File: config.mk
export PLATFORM = sky130hd
export DESIGN_NAME = switch_point_program_logic
export DESIGN_NICKNAME = d
export VERILOG_FILES = /design/src/hall_switch_pkg.sv /design/src/pin_sync.sv /design/src/switch_point_program_logic.sv
export VERILOG_INCLUDE_DIRS = /design/src
export SDC_FILE = /design/constraint.sdc
export NUM_CORES = 1
export LEC_CHECK = 0
export BUFFER_PORTS_ARGS = -buffer_cell sky130_fd_sc_hd__buf_2
export CAP_MARGIN = 10
export CORE_ASPECT_RATIO = 0.9
export CORE_MARGIN = 4
export CORE_UTILIZATION = 41
export CTS_BUF_LIST = sky130_fd_sc_hd__clkbuf_8
export DETAILED_ROUTE_END_ITERATION = 10
export HOLD_SLACK_MARGIN = 0.02
export PLACE_DENSITY = 0.65
export SETUP_SLACK_MARGIN = 0.3
export SYNTH_ARGS = -nofsm -noshare
export SYNTH_HDL_FRONTEND = slang
export SYNTH_SLANG_ARGS = --single-unit
export TNS_END_PERCENT = 30
File: constraint.sdc
create_clock -name clk_in -period 9.59 [get_ports clk_in]
set_input_delay 0.959 -clock clk_in [delete_from_list [all_inputs] [get_ports clk_in]]
set_output_delay 0.959 -clock clk_in [all_outputs]
set_load 0.05 [all_outputs]
File: src/hall_switch_consts.svh
// Constants for the programmable switch-point block: register offsets,
// field positions, reset values and timing figures.
// Assumes inclusion by bare name from the switch-point design file; the package does not include it.
`ifndef HALL_SWITCH_CONSTS_SVH
`define HALL_SWITCH_CONSTS_SVH

// Clock rate in MHz and in Hz.
`define CLK_MHZ          10
`define CLK_HZ           10000000

// Chopper clock frequency in Hz.
`define CHOP_HZ          340000

// Least raised time of an enable, address or lock pulse, in microseconds.
`define PULSE_ON_US      20
// Least time between pulses at the base level, in microseconds.
`define PULSE_OFF_US     20
// Least high-level time of a bit-burning pulse, in microseconds.
`define BURN_ON_US       100

// Least count of mid-level pulses in the enable sequence.
`define ENABLE_MID_MIN   7
// Trial address that burns the lock instead of an address bit.
`define LOCK_SELECT      7

// Register byte offsets.
`define REG_BASE_THR     4'h0
`define REG_CONFIG       4'h4
`define REG_STATUS       4'h8
`define REG_FIELD        4'hc

// Field positions in the configuration register.
`define CFG_STEP_LSB     0
`define CFG_HYST_LSB     8

// Field positions in the status register.
`define ST_ON_BIT        0
`define ST_MODE_LSB      1
`define ST_LOCK_BIT      3
`define ST_FUSE_LSB      4
`define ST_TRIAL_LSB     10

// Reset values of writable registers.
`define BASE_THR_RESET   12'h014
`define STEP_RESET       8'h0b
`define HYST_RESET       8'h14

`endif

File: src/hall_switch_pkg.sv
// Types shared by the programmable switch-point block.
// Assumes nothing of its surroundings.
package hall_switch_pkg;

  // Supply level as seen by the level comparators.
  typedef enum logic [1:0] {
    lv_off,
    lv_base,
    lv_mid,
    lv_high
  } level_t;

  // Program-mode sequencer states.
  typedef enum logic [1:0] {
    st_idle,
    st_armed,
    st_addressing,
    st_spent
  } prog_state_t;

endpackage : hall_switch_pkg

File: src/pin_sync.sv
// Two-stage synchroniser for inputs that arrive from outside the clock domain.
// Assumes the receiving logic reads only the second stage.
`timescale 1ns/1ns
`default_nettype none

module pin_sync #(
  parameter int WIDTH = 1
) (
  // Clock and reset.
  input  wire logic             clk_in,
  input  wire logic             nrst_in,
  // Asynchronous input and its synchronised copy.
  input  wire logic [WIDTH-1:0] async_in,
  output var  logic [WIDTH-1:0] sync_out
);

  logic [WIDTH-1:0] stage1;

  // The first stage feeds only the second, so metastability never fans out.
  always_ff @(posedge clk_in or negedge nrst_in) begin
    if (!nrst_in) begin
      stage1   <= '0;
      sync_out <= '0;
    end else begin
      stage1   <= async_in;
      sync_out <= stage1;
    end
  end

endmodule : pin_sync

`default_nettype wire

File: src/switch_point_program_logic.sv
// Programmable threshold switch: chopper sampling, hysteresis output stage,
// supply-line program sequencer and an Avalon-MM register slave.
// Assumes comparator and converter pins asynchronous to clk_in.
`timescale 1ns/1ns
`default_nettype none

`include "hall_switch_consts.svh"

// What this block does
// - Output goes low when the field rises above the operate threshold.
// - Output returns high only when the field falls below release threshold.
// - Hysteresis band is the same for every switch-point address.
// - Programming runs serially over supply level pulses only, no data pin.
// - Addressing mode needs high pulse, at least seven mid pulses, high pulse.
// - Three supply levels are symbols: base, mid and high programming level.
// - Sixty-four switch-point settings are selectable one after another.
// - Address is a 6-bit code, each bit burned alone, numbered from 1.
// - A long high pulse burns an address bit permanently.
// - Once the lock is burned every later program sequence is ignored.
// - A chopper clock reverses sensing and sample-and-hold cancels offset.
module switch_point_program_logic
  import hall_switch_pkg::*;
(
  // Clock and reset.
  input  wire logic        clk_in,
  input  wire logic        nrst_in,
  // Supply level comparators and field converter.
  input  wire logic [1:0]  supply_level_in,
  input  wire logic [11:0] field_raw_in,
  // Switch output and chopper drive.
  output var  logic        switch_n_out,
  output var  logic        chop_phase_out,
  // Avalon-MM slave.
  input  wire logic [3:0]  address_in,
  input  wire logic        read_in,
  input  wire logic        write_in,
  input  wire logic [31:0] writedata_in,
  output var  logic [31:0] readdata_out,
  output var  logic        waitrequest_out
);

  // Cycle counts derived from the printed times; pulse and burn counts are exact at 10 MHz, the chopper half period truncates to 14 cycles.
  localparam int PULSE_MIN_CYC = `PULSE_ON_US * `CLK_MHZ;
  localparam int BURN_CYC      = `BURN_ON_US * `CLK_MHZ;
  localparam int CHOP_HALF_CYC = `CLK_HZ / (2 * `CHOP_HZ);
  localparam logic [10:0] PULSE_MIN = 11'(PULSE_MIN_CYC);
  localparam logic [10:0] BURN_LAST = 11'(BURN_CYC - 1);
  localparam logic [4:0]  CHOP_LAST = 5'(CHOP_HALF_CYC - 1);

  // Synchronised pins.
  logic [1:0]  level_sync;
  logic [11:0] raw_sync;

  pin_sync #(.WIDTH(2)) u_level_sync (
    .clk_in   (clk_in),
    .nrst_in  (nrst_in),
    .async_in (supply_level_in),
    .sync_out (level_sync)
  );

  pin_sync #(.WIDTH(12)) u_raw_sync (
    .clk_in   (clk_in),
    .nrst_in  (nrst_in),
    .async_in (field_raw_in),
    .sync_out (raw_sync)
  );

  // Supply symbols decoded from the comparator code.
  level_t level;
  wire    lvl_off    = (level == lv_off);
  wire    lvl_base   = (level == lv_base);
  wire    lvl_high   = (level == lv_high);
  wire    lvl_raised = (level == lv_mid) || lvl_high;
  assign  level      = level_t'(level_sync);

  // Chopper divider, phase and the two sample-and-hold values.
  logic [4:0]         chop_cnt;
  logic signed [11:0] hold_pos;
  logic signed [11:0] hold_neg;
  wire                chop_tick = (chop_cnt == CHOP_LAST);

  // Each phase is sampled at its end, after the plate has settled.
  always_ff @(posedge clk_in or negedge nrst_in) begin
    if (!nrst_in) begin
      chop_cnt       <= 5'h00;
      chop_phase_out <= 1'b0;
      hold_pos       <= 12'sh000;
      hold_neg       <= 12'sh000;
    end else begin
      chop_cnt <= chop_tick ? 5'h00 : chop_cnt + 5'h01;
      if (chop_tick) begin
        chop_phase_out <= ~chop_phase_out;
        if (chop_phase_out)
          hold_neg <= signed'(raw_sync);
        else
          hold_pos <= signed'(raw_sync);
      end
    end
  end

  // The signal flips sign with the current, the offset does not, so the
  // half difference keeps the field and drops the offset.
  wire signed [12:0] chop_diff = 13'(hold_pos) - 13'(hold_neg);
  wire signed [11:0] field     = 12'(chop_diff >>> 1);

  // Writable configuration.
  logic [11:0] base_thr;
  logic [7:0]  step;
  logic [7:0]  hyst;

  // Sequencer state, pulse measurement and fuses.
  prog_state_t state;
  prog_state_t next_state;
  logic [10:0] pulse_cnt;
  logic        peak_high;
  logic        was_raised;
  logic [2:0]  mid_cnt;
  logic [5:0]  trial;
  logic [5:0]  fuse;
  logic        lock;

  // A pulse is judged when the supply drops back to base.
  wire pulse_end  = was_raised && lvl_base;
  wire pulse_ok   = pulse_end && (pulse_cnt >= PULSE_MIN);
  wire ok_mid     = pulse_ok && !peak_high;
  wire ok_high    = pulse_ok && peak_high;
  wire enough_mid = (mid_cnt >= 3'(`ENABLE_MID_MIN));

  // Burning fires once, the cycle a high pulse reaches its least width.
  wire burn_now   = (state == st_addressing) && lvl_high && (pulse_cnt == BURN_LAST);
  wire burn_bit   = burn_now && (trial >= 6'h01) && (trial <= 6'h06);
  wire burn_lock  = burn_now && (trial == 6'(`LOCK_SELECT));
  wire [5:0] burn_mask = burn_bit ? 6'(6'h01 << (trial - 6'h01)) : 6'h00;

  // Sequencer next state.
  always_comb begin
    next_state = state;
    case (state)
      st_idle: begin
        if (ok_high && !lock)
          next_state = st_armed;
      end
      st_armed: begin
        if (ok_high)
          next_state = enough_mid ? st_addressing : st_idle;
      end
      st_addressing: begin
        if (burn_now)
          next_state = st_spent;
        else if (ok_high)
          next_state = st_idle;
      end
      st_spent: begin
        if (pulse_end)
          next_state = st_idle;
      end
      default: next_state = st_idle;
    endcase
    if (lvl_off || lock)
      next_state = st_idle;
  end

  // Pulse width counter and peak level, measured from the supply alone.
  always_ff @(posedge clk_in or negedge nrst_in) begin
    if (!nrst_in) begin
      pulse_cnt  <= 11'h000;
      peak_high  <= 1'b0;
      was_raised <= 1'b0;
    end else begin
      was_raised <= lvl_raised;
      if (!lvl_raised) begin
        pulse_cnt <= 11'h000;
        peak_high <= 1'b0;
      end else begin
        if (pulse_cnt != 11'h7ff)
          pulse_cnt <= pulse_cnt + 11'h001;
        if (lvl_high)
          peak_high <= 1'b1;
      end
    end
  end

  // Sequencer registers. Short glitches below the least pulse width are
  // ignored, which trades a little speed for noise immunity on the supply.
  always_ff @(posedge clk_in or negedge nrst_in) begin
    if (!nrst_in) begin
      state   <= st_idle;
      mid_cnt <= 3'h0;
      trial   <= 6'h00;
    end else begin
      state <= next_state;
      if (next_state != st_armed)
        mid_cnt <= 3'h0;
      else if (ok_mid && !enough_mid)
        mid_cnt <= mid_cnt + 3'h1;
      if (state != st_addressing)
        trial <= 6'h00;
      else if (ok_mid && next_state == st_addressing)
        trial <= trial + 6'h01;
    end
  end

  // Fuse cells only ever set; the reset value stands for an unburned part.
  always_ff @(posedge clk_in or negedge nrst_in) begin
    if (!nrst_in) begin
      fuse <= 6'h00;
      lock <= 1'b0;
    end else begin
      fuse <= fuse | burn_mask;
      if (burn_lock)
        lock <= 1'b1;
    end
  end

  // The trial address steers the threshold only in addressing mode.
  wire [5:0]         sel_addr = (state == st_addressing) ? trial : fuse;
  wire [13:0]        op_thr   = 14'(base_thr) + 14'(sel_addr * step);
  wire signed [14:0] op_s     = signed'({1'b0, op_thr});
  wire signed [14:0] rel_s    = op_s - signed'(15'(hyst));
  wire signed [14:0] field_s  = 15'(field);
  wire               above_op  = field_s > op_s;
  wire               below_rel = field_s < rel_s;

  // Output stage with hysteresis: low means on.
  always_ff @(posedge clk_in or negedge nrst_in) begin
    if (!nrst_in) begin
      switch_n_out <= 1'b1;
    end else begin
      if (above_op)
        switch_n_out <= 1'b0;
      else if (below_rel)
        switch_n_out <= 1'b1;
    end
  end

  // Avalon decode. A request is answered on the second edge after it rises.
  wire        req      = read_in || write_in;
  wire        accept   = req && !waitrequest_out;
  wire        hit_base = (address_in == `REG_BASE_THR);
  wire        hit_cfg  = (address_in == `REG_CONFIG);
  wire [31:0] cfg_word = {16'h0000, hyst, step};
  wire [31:0] st_word  = {16'h0000, trial, fuse, lock, 2'(state), ~switch_n_out};
  wire [31:0] rd_sel   = hit_base ? {20'h00000, base_thr} :
                         hit_cfg  ? cfg_word :
                         (address_in == `REG_STATUS) ? st_word :
                         (address_in == `REG_FIELD)  ? 32'(field) : 32'h00000000;

  // Bus handshake and read data; unmapped reads give zero.
  always_ff @(posedge clk_in or negedge nrst_in) begin
    if (!nrst_in) begin
      waitrequest_out <= 1'b1;
      readdata_out    <= 32'h00000000;
    end else begin
      waitrequest_out <= !(req && waitrequest_out);
      if (req && waitrequest_out)
        readdata_out <= rd_sel;
    end
  end

  // Writable registers commit only at the edge where waitrequest is seen low.
  always_ff @(posedge clk_in or negedge nrst_in) begin
    if (!nrst_in) begin
      base_thr <= `BASE_THR_RESET;
      step     <= `STEP_RESET;
      hyst     <= `HYST_RESET;
    end else if (accept && write_in) begin
      if (hit_base)
        base_thr <= writedata_in[11:0];
      if (hit_cfg) begin
        step <= writedata_in[`CFG_STEP_LSB +: 8];
        hyst <= writedata_in[`CFG_HYST_LSB +: 8];
      end
    end
  end

  // Checks.
  a_out_on_above: assert property (@(posedge clk_in) disable iff (!nrst_in)
    above_op |=> !switch_n_out) else $error("output not on above operate point");

  a_out_off_below: assert property (@(posedge clk_in) disable iff (!nrst_in)
    below_rel && !above_op |=> switch_n_out) else $error("output not off below release point");

  a_band_holds: assert property (@(posedge clk_in) disable iff (!nrst_in)
    !above_op && !below_rel |=> $stable(switch_n_out)) else $error("output moved inside band");

  a_hyst_const: assert property (@(posedge clk_in) disable iff (!nrst_in)
    (op_s - rel_s) == signed'(15'(hyst))) else $error("hysteresis depends on address");

  a_enable_seq: assert property (@(posedge clk_in) disable iff (!nrst_in)
    $rose(state == st_addressing) |-> $past(state) == st_armed && $past(mid_cnt) >= 3'h7)
    else $error("addressing mode entered without full enable sequence");

  a_off_drops: assert property (@(posedge clk_in) disable iff (!nrst_in)
    lvl_off |=> state == st_idle) else $error("supply interruption did not end sequence");

  a_trial_step: assert property (@(posedge clk_in) disable iff (!nrst_in)
    state == st_addressing && ok_mid && !lvl_off && !lock |=> trial == $past(trial) + 6'h01)
    else $error("trial address did not advance");

  a_fuse_sticky: assert property (@(posedge clk_in) disable iff (!nrst_in)
    ($past(fuse) & ~fuse) == 6'h00) else $error("burned bit was cleared");

  a_burn_width: assert property (@(posedge clk_in) disable iff (!nrst_in)
    fuse != $past(fuse) |-> $past(pulse_cnt) == BURN_LAST && $past(lvl_high))
    else $error("bit burned without full-width high pulse");

  a_lock_blocks: assert property (@(posedge clk_in) disable iff (!nrst_in)
    lock |=> state == st_idle) else $error("sequence accepted after lock");

  a_chop_tick: assert property (@(posedge clk_in) disable iff (!nrst_in)
    chop_phase_out != $past(chop_phase_out) |-> $past(chop_cnt) == CHOP_LAST)
    else $error("chopper phase changed off its period");

  a_hold_sample: assert property (@(posedge clk_in) disable iff (!nrst_in)
    chop_tick && !chop_phase_out |=> hold_pos == $past(raw_sync))
    else $error("positive phase hold missed its sample");

  a_short_ignored: assert property (@(posedge clk_in) disable iff (!nrst_in)
    pulse_end && !pulse_ok && state != st_spent |=> state == $past(state))
    else $error("pulse below least width changed the sequence");

  a_mid_count: assert property (@(posedge clk_in) disable iff (!nrst_in)
    state == st_armed && ok_mid && !enough_mid |=> mid_cnt == $past(mid_cnt) + 3'h1)
    else $error("mid pulse not counted while armed");

  a_trial_clear: assert property (@(posedge clk_in) disable iff (!nrst_in)
    state != st_addressing |=> trial == 6'h00)
    else $error("trial address not restarted from zero");

  a_one_bit: assert property (@(posedge clk_in) disable iff (!nrst_in)
    fuse != $past(fuse) |-> $onehot(fuse ^ $past(fuse)))
    else $error("more than one address bit burned at once");

  a_lock_select: assert property (@(posedge clk_in) disable iff (!nrst_in)
    $rose(lock) |-> $past(state) == st_addressing && $past(trial) == 6'(`LOCK_SELECT))
    else $error("lock burned outside its selection");

endmodule : switch_point_program_logic

`default_nettype wire

==> flow_metrics.env <==
export IMPL_status="completed"
export IMPL_ys_seq_area_frac=0.366
export IMPL_antenna_found_initial=0
export IMPL_cts_hold_buffers=0
export IMPL_dr_pass1_iters=5
export IMPL_synth_seq_cells=136
export IMPL_drv_slew=0
export IMPL_min_period_over_period=0.867
export IMPL_multi_input_area_sq_um=5320
export IMPL_totalWireLength_um=20300
export IMPL_grt_pass1_wl_um=34200
export IMPL_via_count=6668
export IMPL_ys_types=67
export IMPL_crit_type="flop to flop"
export IMPL_core_area_sq_um=22400
export IMPL_synth_warnings=0
export IMPL_wl_met1_um=9760
export IMPL_synth_edf_count=0
export IMPL_fillers=2143
export IMPL_io_pins=89
export IMPL_synth_nets=1096
export IMPL_viasPerCell=5.18
export IMPL_worst_pin_slew_ns=1.14
export IMPL_fin_nets=1152
export IMPL_max_cap_viol_count=0
export IMPL_mostFrequentLayoutCell="dfrtp_1"
export IMPL_pre_cts_slack_ns=1.30
export IMPL_crit_path_max_incr_delay_ns=0.57
export IMPL_hold_path_class="flop to flop"
export IMPL_grt_pass1_vias=6688
export IMPL_cts_tree="yes"
export IMPL_crit_arrival_ns=8.66
export IMPL_grt_max_degree=87
export IMPL_slew_headroom=0.237
export IMPL_die_area_sq_um=25200
export IMPL_port_buffer_count=72
export IMPL_die_w_um=167
export IMPL_fin_tns_setup_ns=0
export IMPL_finClkSkew_ns=0.0223
export IMPL_fin_util=0.460
export IMPL_drt_iter0_drc=374
export IMPL_worst_slack_ns=1.27
export IMPL_postCtsSetupBuffers=0
export IMPL_wl_met3_um=1030
export IMPL_end_kind="flop"
export IMPL_async_flop_share=1.00
export IMPL_die_h_um=151
export IMPL_rows=52
export IMPL_critPathMaxFanout=16
export IMPL_cts_root_buf="clkbuf_8"
export IMPL_cp_common_cell="fa_1"
export IMPL_clk_latency_ns=0.44
export IMPL_postRouteAntennaNets=0
export IMPL_setup_viol=0
export IMPL_syn_inst=923
export IMPL_hold_viol=0
export IMPL_top_layer="met4"
export IMPL_diodes=0
export IMPL_drc=0
export IMPL_ir_drop_mv=0.130
export IMPL_grt_overflow_total=0
export IMPL_cp_required_ns=9.93
export IMPL_layout_min_cycle_time_ns=8.32
export IMPL_rsz0062_at_grt="no"
export IMPL_area_growth_pct=10.6
export IMPL_final_cell_mix="dfrtp_1, inv_1, ha_1"
export IMPL_netlist_area_sq_um=9330
export IMPL_p_leak_nw=5.04
export IMPL_clock_sinks=136
export IMPL_grtUsageTotal=0.169
export IMPL_dp_final_hpwl_um=15800
export IMPL_max_clock_freq_ghz=0.120
export IMPL_synthFlopType="dfrtp_1"
export IMPL_syn_avg_cell_area_sq_um=10.1
export IMPL_ctsHtreeMaxLevel=4
export IMPL_slowest_stage="nand2b_1"
export IMPL_gp_congestion=0.879
export IMPL_cts_max_path_buffers=2
export IMPL_drive_gt1_frac=0.187
export IMPL_critPathLaunchType="flop"
export IMPL_ff_latch_area_sq_um=3410
export IMPL_dr_wl_met2_um=9190
export IMPL_wl_per_cell_um=15.8
export IMPL_start_util=0.415
export IMPL_post_cts_resized=0
export IMPL_powerDensity_nw_per_um2=164
export IMPL_clk_pin_slew_ns=0.09
export IMPL_numCtsBuffers=17
-- cell usage after synthesis, drive strengths merged, types with 18 or more instances --
library cell | n | share of area
inv | 104 | 0.042
buf | 18 | 0.014
xnor2 | 24 | 0.023
nand2 | 58 | 0.023
mux2 | 48 | 0.058
a21o | 20 | 0.016
a21oi | 37 | 0.020
ha | 83 | 0.11
and2 | 18 | 0.012
xor2 | 20 | 0.019
nand3 | 28 | 0.015
fa | 36 | 0.077
nor2b | 32 | 0.021
clkbuf | 23 | 0.0093
o21ai | 38 | 0.020
dfrtp | 127 | 0.34
nor2 | 56 | 0.023
-- stage by stage --
stage	cell area, sq um	cells	power, mW	hold slack (ns)
3_3_place_gp	9900	1257	1.19	0.333
5_1_grt	10300	1288	1.81	0.358
6_report	10300	1288	1.69	0.344
3_5_place_dp	9900	1257	1.21	0.335
2_1_floorplan	9330	923	1.06	0.331
4_1_cts	10300	1288	1.71	0.347
-- worst max-delay path: cells and delay by family, from the launching register on --
kind                       cells  cell delay (ns)
and+or+nand+nor                6             2.20
buffers and inverters          3             0.17
muxes                          1             0.50
AOI/OAI and AO/OA              9             1.56
DFF                            1             0.44
adders and majority gates      7             2.95
xor gates and xnor gates       2             0.41
-- layer usage --
metal  vias to the layer above  global-route usage
met1                      3222               0.236
met3                        20              0.0316
met2                       157               0.268
met4                         0              0.0528
li1                       3269                   -
met5                         -                   0
-- registers in the layout (all words and copies together) (netlist names) --
signal                 flops
chop_phase_out             1
was_raised                 1
peak_high                  1
base_thr                  12
hold_neg                  12
u_level_sync.stage1        2
switch_n_out               1
step                       8
state                      2
fuse                       6
waitrequest_out            1
chop_cnt                   5
pulse_cnt                 11
hold_pos                  12
u_raw_sync.stage1         12
readdata_out              17
trial                      6
mid_cnt                    3
u_raw_sync.sync_out       12
u_level_sync.sync_out      2
lock                       1
hyst                       8
-- cells by family (layout without fill, tap and decap cells) --
family          count (synthesis)  count (layout)  share of synthesized area
simple gates                  260             260                      0.143
compound gates                158             158                      0.114
buf+inv                       145             213                     0.0649
flops                         136             136                      0.366
fa+ha+maj                     119             119                      0.189
mux                            61              61                     0.0826
xor+xnor                       44              44                     0.0413
-- area by class of cell --
cell class / instances / share of cell area
Tap cell: 297 / 0.0360
Timing Repair Buffer: 78 / 0.0399
Clock buffer: 19 / 0.0253
Clock inverter: 12 / 0.0147
Sequential cell: 136 / 0.331
Multi-Input combinational cell: 642 / 0.515
Inverter: 104 / 0.0378
-- path summary, 6_finish.rpt --
check                                               start                          endpoint  slack (ns)  cells after the start
max reg2reg                            state[0]$_DFF_PN0_          switch_n_out$_DFFE_PN1P_        1.27                     28
max                                    state[0]$_DFF_PN0_          switch_n_out$_DFFE_PN1P_        1.27                     28
min in group asynchronous                         nrst_in             chop_cnt[3]$_DFF_PN0_        0.57                      1
max in group asynchronous                         nrst_in           hold_pos[9]$_DFFE_PN0P_        7.95                      2
min reg2reg                u_raw_sync.stage1[9]$_DFF_PN0_  u_raw_sync.sync_out[9]$_DFF_PN0_        0.34                      0
min                        u_raw_sync.stage1[9]$_DFF_PN0_  u_raw_sync.sync_out[9]$_DFF_PN0_        0.34                      0
-- where the power goes --
group	internal, mW	switching, mW	total [mW]
Clock	0.269	0.228	0.496
Combinational	0.217	0.303	0.520
Sequential	0.629	0.0486	0.678
Power figures use the tool's default switching activity.
